<file path="src/common/ccw_pkg.sv">
// ccw_pkg: constants, enums and carrier structs for the clear / invert / watchdog-restart execution block
// assumes a 16-bit program word and a 12-bit data address (16 banks of 256 bytes)
package ccw_pkg;

    // -------------------------------------------------------------------
    // opcode patterns
    // -------------------------------------------------------------------
    localparam logic [6:0] CCW_CLR_OPC = 7'h35;              // 0110 101
    localparam logic [5:0] CCW_INV_OPC = 6'h07;              // 0001 11
    localparam logic [15:0] CCW_WDT_OPC = 16'h0004;          // 0000 0000 0000 0100
    localparam int CCW_CLR_MSB = 15;
    localparam int CCW_CLR_LSB = 9;
    localparam int CCW_INV_LSB = 10;
    localparam int CCW_DEST_BIT = 9;
    localparam int CCW_BANK_BIT = 8;

    // -------------------------------------------------------------------
    // addressing
    // -------------------------------------------------------------------
    localparam int CCW_ADDR_W = 12;
    localparam int CCW_BANK_W = 4;
    localparam logic [7:0] CCW_IDX_LIMIT = 8'h5f;           // offsets 0..95 use indexed mode
    localparam logic [7:0] CCW_ACC_SPLIT = 8'h80;           // lower access half maps to bank 0
    localparam logic [3:0] CCW_ACC_LO_BANK = 4'h0;
    localparam logic [3:0] CCW_ACC_HI_BANK = 4'hf;

    // -------------------------------------------------------------------
    // results and reset values
    // -------------------------------------------------------------------
    localparam logic [7:0] CCW_CLEAR_VAL = 8'h00;
    localparam logic [7:0] CCW_BYTE_RST = 8'h00;
    localparam logic [11:0] CCW_ADDR_RST = 12'h000;
    localparam int CCW_SIGN_BIT = 7;

    typedef enum logic [1:0] {
        CCW_Q1 = 2'b00,
        CCW_Q2 = 2'b01,
        CCW_Q3 = 2'b10,
        CCW_Q4 = 2'b11
    } ccw_phase_e;

    typedef enum logic [1:0] {
        CCW_OP_NONE = 2'b00,
        CCW_OP_CLR = 2'b01,
        CCW_OP_WDT = 2'b10,
        CCW_OP_INV = 2'b11
    } ccw_op_e;

    // data memory request
    typedef struct packed {
        logic rd;
        logic we;
        logic [11:0] addr;
        logic [7:0] wdata;
    } ccw_mem_s;

    // status flag updates
    typedef struct packed {
        logic z_we;
        logic z_val;
        logic n_we;
        logic n_val;
        logic to_set;
        logic pd_set;
    } ccw_flag_s;

    // whole block state
    typedef struct packed {
        ccw_phase_e phase;
        ccw_op_e op;
        logic dest_w;
        logic bank_sel;
        logic idx_mode;
        logic [7:0] offset;
        ccw_mem_s mem;
        ccw_flag_s flag;
        logic w_we;
        logic [7:0] w_data;
        logic wdt_clr;
    } ccw_state_s;

endpackage

</file>
<file path="src/logic/ccw_exec.sv">
// ccw_exec: executes the register clear, register invert and watchdog restart instructions
// assumes fetch, data memory, status and watchdog logic all run on sys_clk; memory read data
// is valid in the cycle after a read request
//
// Functional notes
// - the register clear instruction writes 00h to its register and sets the result-clear flag.
// - bank bit 0 addresses the access bank, bank bit 1 the general purpose bank named by the bank pointer.
// - with the extended set on, bank bit 0 and offset up to 5Fh, the operand is indexed from a base.
// - the watchdog restart instruction clears the watchdog counter and its postscaler.
// - the watchdog restart instruction sets the timeout and sleep status bits and no other flag.
// - the register invert instruction complements the operand and updates sign and result-clear flags.
// - for invert, destination bit 1 writes the working register, destination bit 0 the operand register.
`timescale 1ns/10ps
`default_nettype none

module ccw_exec
    import ccw_pkg::*;
(
    input wire logic sys_clk,
    input wire logic rstn,
    input wire logic instr_valid,
    input wire logic [15:0] instr_word,
    input wire logic ext_set_en,
    input wire logic [3:0] bank_pointer_register,
    input wire logic [11:0] index_base,
    input wire logic [7:0] mem_rdata,
    output logic [1:0] phase,
    output ccw_mem_s mem_req,
    output ccw_flag_s flag_upd,
    output logic w_we,
    output logic [7:0] w_data,
    output logic wdt_clr
);

    ccw_state_s st_reg;
    ccw_state_s st_next;
    logic is_clr;
    logic is_inv;
    logic is_wdt;
    logic [7:0] res;

    // -------------------------------------------------------------------
    // decode
    // -------------------------------------------------------------------
    assign is_clr = instr_word[CCW_CLR_MSB:CCW_CLR_LSB] == CCW_CLR_OPC;
    assign is_inv = instr_word[CCW_CLR_MSB:CCW_INV_LSB] == CCW_INV_OPC;
    assign is_wdt = instr_word == CCW_WDT_OPC;

    // -------------------------------------------------------------------
    // next state
    // -------------------------------------------------------------------
    always_comb begin
        st_next = st_reg;
        st_next.mem.rd = 1'b0;
        st_next.mem.we = 1'b0;
        st_next.flag = '0;
        st_next.w_we = 1'b0;
        st_next.wdt_clr = 1'b0;
        res = CCW_BYTE_RST;
        unique case (st_reg.phase)
            CCW_Q1: begin
                st_next.phase = CCW_Q2;
                st_next.op = CCW_OP_NONE;
                if (instr_valid) begin
                    st_next.op = is_wdt ? CCW_OP_WDT : is_clr ? CCW_OP_CLR : is_inv ? CCW_OP_INV : CCW_OP_NONE;
                    st_next.dest_w = is_inv & instr_word[CCW_DEST_BIT];
                    st_next.bank_sel = instr_word[CCW_BANK_BIT];
                    st_next.offset = instr_word[7:0];
                    st_next.idx_mode = ext_set_en && !instr_word[CCW_BANK_BIT] && instr_word[7:0] <= CCW_IDX_LIMIT;
                    if ((is_clr || is_inv) && !is_wdt) begin
                        st_next.mem.rd = 1'b1;
                        if (st_next.idx_mode) begin
                            st_next.mem.addr = index_base + {4'h0, instr_word[7:0]};
                        end else if (instr_word[CCW_BANK_BIT]) begin
                            st_next.mem.addr = {bank_pointer_register, instr_word[7:0]};
                        end else if (instr_word[7:0] < CCW_ACC_SPLIT) begin
                            st_next.mem.addr = {CCW_ACC_LO_BANK, instr_word[7:0]};
                        end else begin
                            st_next.mem.addr = {CCW_ACC_HI_BANK, instr_word[7:0]};
                        end
                    end
                end
            end
            // read phase; the watchdog restart acts in the process phase
            CCW_Q2: begin
                st_next.phase = CCW_Q3;
                if (st_reg.op == CCW_OP_WDT) begin
                    st_next.wdt_clr = 1'b1;
                    st_next.flag.to_set = 1'b1;
                    st_next.flag.pd_set = 1'b1;
                end
            end
            // process phase, result lands in the write phase
            CCW_Q3: begin
                st_next.phase = CCW_Q4;
                if (st_reg.op == CCW_OP_CLR) begin
                    res = CCW_CLEAR_VAL;
                    st_next.mem.we = 1'b1;
                    st_next.mem.wdata = res;
                    st_next.flag.z_we = 1'b1;
                    st_next.flag.z_val = 1'b1;
                end else if (st_reg.op == CCW_OP_INV) begin
                    res = ~mem_rdata;
                    st_next.flag.z_we = 1'b1;
                    st_next.flag.z_val = res == CCW_BYTE_RST;
                    st_next.flag.n_we = 1'b1;
                    st_next.flag.n_val = res[CCW_SIGN_BIT];
                    if (st_reg.dest_w) begin
                        st_next.w_we = 1'b1;
                        st_next.w_data = res;
                    end else begin
                        st_next.mem.we = 1'b1;
                        st_next.mem.wdata = res;
                    end
                end
            end
            CCW_Q4: begin
                st_next.phase = CCW_Q1;
            end
        endcase
    end

    // -------------------------------------------------------------------
    // state register
    // -------------------------------------------------------------------
    always_ff @(posedge sys_clk) begin
        if (!rstn) begin
            st_reg <= '{phase: CCW_Q1, op: CCW_OP_NONE, dest_w: 1'b0, bank_sel: 1'b0, idx_mode: 1'b0,
                        offset: CCW_BYTE_RST, mem: '{rd: 1'b0, we: 1'b0, addr: CCW_ADDR_RST, wdata: CCW_BYTE_RST},
                        flag: '0, w_we: 1'b0, w_data: CCW_BYTE_RST, wdt_clr: 1'b0};
        end else begin
            st_reg <= st_next;
        end
    end

    assign phase = st_reg.phase;
    assign mem_req = st_reg.mem;
    assign flag_upd = st_reg.flag;
    assign w_we = st_reg.w_we;
    assign w_data = st_reg.w_data;
    assign wdt_clr = st_reg.wdt_clr;
endmodule

`default_nettype wire

</file>
<file path="config.mk">
export PLATFORM = sky130hd
export DESIGN_NAME = ccw_exec
export DESIGN_NICKNAME = d
export VERILOG_FILES = /design/src/common/ccw_pkg.sv /design/src/logic/ccw_exec.sv
export SDC_FILE = /design/constraint.sdc
export NUM_CORES = 1
export LEC_CHECK = 0
export BUFFER_PORTS_ARGS = -buffer_cell sky130_fd_sc_hd__buf_4
export CAP_MARGIN = 10
export CORE_ASPECT_RATIO = 1.2
export CORE_MARGIN = 3
export CORE_UTILIZATION = 45
export DETAILED_ROUTE_END_ITERATION = 16
export PLACE_DENSITY = 0.84
export SKIP_CTS_REPAIR_TIMING = 1
export SYNTH_ARGS = -nofsm -noshare
export SYNTH_HDL_FRONTEND = slang
export SYNTH_SLANG_ARGS = --single-unit
</file>
<file path="constraint.sdc">
create_clock -name sys_clk -period 1.6 [get_ports sys_clk]
set_input_delay 0.16 -clock sys_clk [delete_from_list [all_inputs] [get_ports sys_clk]]
set_output_delay 0.16 -clock sys_clk [all_outputs]
set_load 0.02 [all_outputs]
</file>
### After elaboration in Yosys (flattened, before gate mapping)

Index checks and enable logic that the tools add are counted.

| cells by class | value |
|---|---|
| add/subtract/negate cells | 1 |
| reductions and logical operators | 18 |
| bitwise logic cells | 6 |
| div/mod/pow operators | 0 |
| shift-type cells | 0 |
| mux-type cells | 18 |
| equal/unequal tests | 10 |
| $mul | 0 |
| magnitude comparators | 2 |

Operators by type and width:

| kind | count |
|---|---|
| 12-bit two-way mux | 4 |
| 16-bit by 3-bit equality test with 1-bit output, second input constant | 1 |
| 14-bit two-way mux | 1 |
| 12-bit by 8-bit adder with 12-bit output | 1 |
| 10-bit two-way mux | 1 |
| 9-bit two-way mux | 1 |
| 3-bit AND reduction | 3 |
| 2-bit equality test, second input constant | 4 |
| 8-bit by 7-bit less-or-equal comparator with 1-bit output, second input constant | 1 |
| 8-bit zero test | 1 |
| 8-bit less-than comparator, second input constant | 1 |
| 2-bit two-way mux | 4 |
| 8-bit two-way mux | 1 |
| 8-bit NOT | 1 |
| 2-bit one-hot mux with 4 select lines | 1 |
| 7-bit by 6-bit equality test with 1-bit output, second input constant | 1 |
| 6-bit by 3-bit equality test with 1-bit output, second input constant | 1 |
| 2-bit AND reduction | 3 |
| 1-bit two-way mux | 5 |
| 2-bit by 1-bit equality test with 1-bit output, second input constant | 2 |
| 1-bit NOT | 4 |
| 4-bit AND reduction | 1 |
| 4-bit OR reduction | 1 |
| 1-bit logical AND | 3 |
| other kinds (7) | 8 |

| word-level totals | value |
|---|---|
| output and inout bits | 40 |
| memories kept | 0 |
| register bits after elaboration | 53 |
| input port bits | 44 |
| bits in latches | 0 |
| RAM bits | 0 |
| logic and storage cells | 74 |
| memory bits (read-only) | 0 |

### Depth between registers and ports, before layout

| logic depth | value |
|---|---|
| word-level depth | 5 |
| mapped depth | 8 |
| gate-level depth less buffers | 8 |

### Worst setup path before layout

Ideal clock, no wire load.

| timing path | value |
|---|---|
| kind | input -> register |
| start | input instr_word[0] |
| end | register st_reg (netlist bit mem_req[18]) |
| setup slack | -0.084 ns |
| data required time | 1.475 ns |
| stages on the path | 8 |
| arrival | 1.559 ns |
| path buffers | 0 |
| library setup time | 0.125 ns |
| cells stage by stage | ha_1 -> inv_1 -> fa_1 -> nor2b_1 -> o211ai_1 -> a211oi_1 -> mux2i_1 -> a31oi_1 |

| on the way | value |
|---|---|
| longest elaborated chain between the ends | 4 |
| elaborated cells on any way between the ends | 11 |
| those cells by class | add/sub: 1; order compare: 2; eq/ne: 1; mux: 3; reduce/logical: 4 |

Ends and longest elaborated chain:

| item | RTL line | source |
|---|---|---|
| start: declaration | ccw_exec.sv:22 | `input wire logic [15:0] instr_word,` |
| 8-bit less-than comparator or 16-bit by 3-bit equality test with 1-bit output (tied branches) | ccw_exec.sv:76, ccw_exec.sv:47 |  |
| 12-bit two-way mux or 1-bit zero test (tied branches) | ccw_exec.sv:76, ccw_exec.sv:70 |  |
| 12-bit two-way mux or 1-bit logical AND (tied branches) | ccw_exec.sv:74, ccw_exec.sv:70 |  |
| 12-bit two-way mux or 3-bit AND reduction (tied branches) | - |  |
| end signal: assignment | ccw_exec.sv:128 | `st_reg <= '{phase: CCW_Q1, op: CCW_OP_NONE, dest_w: 1'b0, bank_sel: 1'b0, idx_mode: 1'b0,` |
| end signal: assignment | ccw_exec.sv:132 | `st_reg <= st_next;` |
| end: declaration | ccw_exec.sv:35 | `ccw_state_s st_reg;` |

Several ways; a longest one is shown, not always the timed one.
A chain may end at the register's enable or synchronous reset.

### Final worst setup path

| timing path | value |
|---|---|
| start | input instr_word[0] |
| end | register st_reg (netlist bit mem_req[16]) |

The elaborated chain is that of the path after synthesis.

==> impl_metrics.env <==
export IMPL_critPathArrivalTime_ns=1.69
export IMPL_hp_class="in -> reg"
export IMPL_h_tree_depth=2
export IMPL_setup_total_neg_slack_ns=0
export IMPL_global_routing_met3_resource_utilization_pct=3.364
export IMPL_initialDrtViolationCount=46
export IMPL_power_density_nw_per_um2=773.8
export IMPL_synth_seq_area_share_pct=33.88
export IMPL_tightestPinTransition_ns=0.3315
export IMPL_io_pins=84
export IMPL_placement_rows=28
export IMPL_final_hold_violation_count=0
export IMPL_input_output_buffers=83
export IMPL_layout_worst_path_cycle_share_pct=94.18
export IMPL_globalRouteTotalUtil_pct=20.94
export IMPL_maxClockFrequency_ghz=0.6636
export IMPL_tritoncts="built"
export IMPL_yosys_warnings=0
export IMPL_vias=2397
export IMPL_die_area_um2=6303
export IMPL_drive_gt1_share_pct=37.79
export IMPL_clock_path_buffers=2
export IMPL_cts_buffers_inserted=5
export IMPL_synthFlopType="sky130_fd_sc_hd__dfxtp_1"
export IMPL_synthesis_area_per_instance_um2=7.968
export IMPL_finalHoldWorstSlack_ns=0.05773
export IMPL_synth_top_cells_by_count="sky130_fd_sc_hd__dfxtp_1 (41), sky130_fd_sc_hd__buf_4 (38), sky130_fd_sc_hd__nor2_1 (38)"
export IMPL_number_of_diodes_added_for_antenna_fixing=0
export IMPL_timing_critical_path_from_type="primary input"
export IMPL_number_of_placed_instances_with_taps_included=441
export IMPL_filler_cell_count=452
export IMPL_met2_usage_pct=37.85
export IMPL_syn_num_nets=360
export IMPL_report_power_total_mw=2.534
export IMPL_ys_ff_latch=41
export IMPL_post_synth_fa_ha_maj_area_fraction_pct=6.508
export IMPL_initial_utilization_pct=47.68
export IMPL_drc=0
export IMPL_grt_first_pass_wirelength_um=10370
export IMPL_run_status="finished clean"
export IMPL_ant_nets=0
export IMPL_crit_fanout=3
export IMPL_chipHeight_um=86.37
export IMPL_timing_final_max_slew_violations=0
export IMPL_largest_reg_flops=22
export IMPL_globalRouteMet1Util_pct=24.66
export IMPL_clkSlewWorstSetupHoldPaths_ns=0.08
export IMPL_grt_setup_unrepaired="true"
export IMPL_synth_largest_type_area_fraction_pct=33.88
export IMPL_clock_root_buffer="sky130_fd_sc_hd__clkbuf_8"
export IMPL_synth_largest_area_cell="sky130_fd_sc_hd__dfxtp_1"
export IMPL_netlist_area_um2=2422
export IMPL_period_minus_slack_ns=1.507
export IMPL_total_wirelength_of_the_detailed_routed_design_um=6392
export IMPL_synth_most_common_cell="sky130_fd_sc_hd__dfxtp_1"
export IMPL_required_ns=1.79
export IMPL_synth_compound_area_share_pct=20.25
export IMPL_firstDrtPassIters=4
export IMPL_combinational_family_with_the_most_area_after_synthesis="simple AND/OR/NAND/NOR gates"
export IMPL_maximum_number_of_pins_on_one_net_before_global_route_repair=25
export IMPL_grt_most_used_layer="met2"
export IMPL_xor_and_xnor_area_share_after_synthesis_pct=0.3616
export IMPL_critPathKind="in -> reg"
export IMPL_clock_sinks=41
export IMPL_routed_wire_length_per_instance_um=14.24
export IMPL_post_synth_num_cell_types=46
export IMPL_route_detailed_vias_per_inst=5.339
export IMPL_asyncSetResetFlopFracSynth_pct=0
export IMPL_globalplace_congestion=0.8956
export IMPL_layout_nets=444
export IMPL_timing_max_cap_violations=0
export IMPL_max_vdd_ir_drop_mv=0.3336
export IMPL_flow_area_growth_from_synthesis_pct=35.18
export IMPL_power_leakage_nw=1.428
export IMPL_layout_cells_non_filler=449
export IMPL_critPathCaptureType="register"
export IMPL_postSynthCellCount=304
export IMPL_post_route_util_pct=64.46
export IMPL_synthMuxAreaShare_pct=0.4132
export IMPL_die_w_um=72.98
export IMPL_setup_viol=0
export IMPL_worstSkewPairLatency_ns=0.30
export IMPL_netlist_top_cells_area="sky130_fd_sc_hd__dfxtp_1 (34%), sky130_fd_sc_hd__buf_4 (12%), sky130_fd_sc_hd__a21oi_1 (6.0%)"
export IMPL_initial_antenna_violation_count=0
export IMPL_skew_ns=0.009431
export IMPL_detailedPlacementHpwl_um=5217
export IMPL_synth_edf_count=0
export IMPL_first_global_vias=2310
export IMPL_globalRouteOverflowTotal=0
export IMPL_core_area_um2=5080
export IMPL_max_slew_margin_pct=77.80
export IMPL_synth_simple_area_share_pct=23.86
[through the flow]
step / setup WS, ns / area (um2)
finish: 0.09308 / 3274
floorplan: 0.002213 / 2445
detailed placement: -0.2336 / 3144
CTS: -0.04420 / 3264
global placement: -0.1704 / 3144
global route: -0.002326 / 3274
[worst max-delay path, cell delays in order]
cell	delay, ns
sky130_fd_sc_hd__buf_4	0.09
sky130_fd_sc_hd__ha_1	0.16
sky130_fd_sc_hd__inv_1	0.06
sky130_fd_sc_hd__fa_2	0.34
sky130_fd_sc_hd__nor2b_2	0.13
sky130_fd_sc_hd__o211ai_1	0.17
sky130_fd_sc_hd__a21oi_1	0.21
sky130_fd_sc_hd__o211ai_1	0.11
sky130_fd_sc_hd__o221a_2	0.26
[cell type report]
class	instances	area [um2]	area share, %
Clock buffer	6	82.58	2.522
Clock inverter	2	37.54	1.146
Inverter	8	30.03	0.9171
Multi-Input combinational cell	207	1276	38.98
Sequential cell	41	822.0	25.11
Tap cell	60	75.07	2.293
Timing Repair Buffer	125	950.9	29.04
[where the power goes]
group,internal [mW],switching [mW],leakage [nW]
Combinational,0.307,0.296,1.04
Clock,0.507,0.371,0.0574
Sequential,1.04,0.0118,0.331
Total,1.86,0.679,1.43
[cell usage in the layout, fill, tap and decap left out, drive strengths merged, types with 2 or more instances in the layout]
cell and instances:
a211oi 13, a21o 2, a21oi 29, a311oi 2
a31oi 2, a41oi 2, and2 7, and3 4
buf 125, clkbuf 6, dfxtp 41, ha 11
inv 8, nand2 19, nand3 9, nand4 4
nor2 38, nor2b 3, nor3 19, nor3b 2
nor4 2, o2111ai 2, o211ai 4, o21a 3
o21ai 12, o31ai 3, or3 2, or4 2
[logic make-up after synthesis]
| kind of cell | count (synthesis) |
|---|---|
| compound gates | 77 |
| flops | 41 |
| mux | 1 |
| xor+xnor | 1 |
| simple gates | 116 |
| buf+inv | 56 |
| fa+ha+maj | 12 |
[path summary, 6_finish.rpt]
path | slack [ns] | start | cells past startpoint | endpoint
max | 0.09 | instr_word[0] | 9 | mem_req[16]
min reg2reg | 0.46 | st_reg[48] | 2 | st_reg[48]
min | 0.06 | mem_rdata[2] | 2 | w_data[2]
max reg2reg | 0.15 | phase[0] | 6 | mem_req[14]
[routing by layer]
| layer | vias to the layer above | routed length, um |
|---|---|---|
| li1 | 1221 | - |
| met1 | 1092 | 2632 |
| met2 | 78 | 3262 |
| met3 | 6 | 432 |
| met4 | 0 | 65 |
| met5 | - | 0 |
Note: power is estimated with default switching activity, not from simulation.
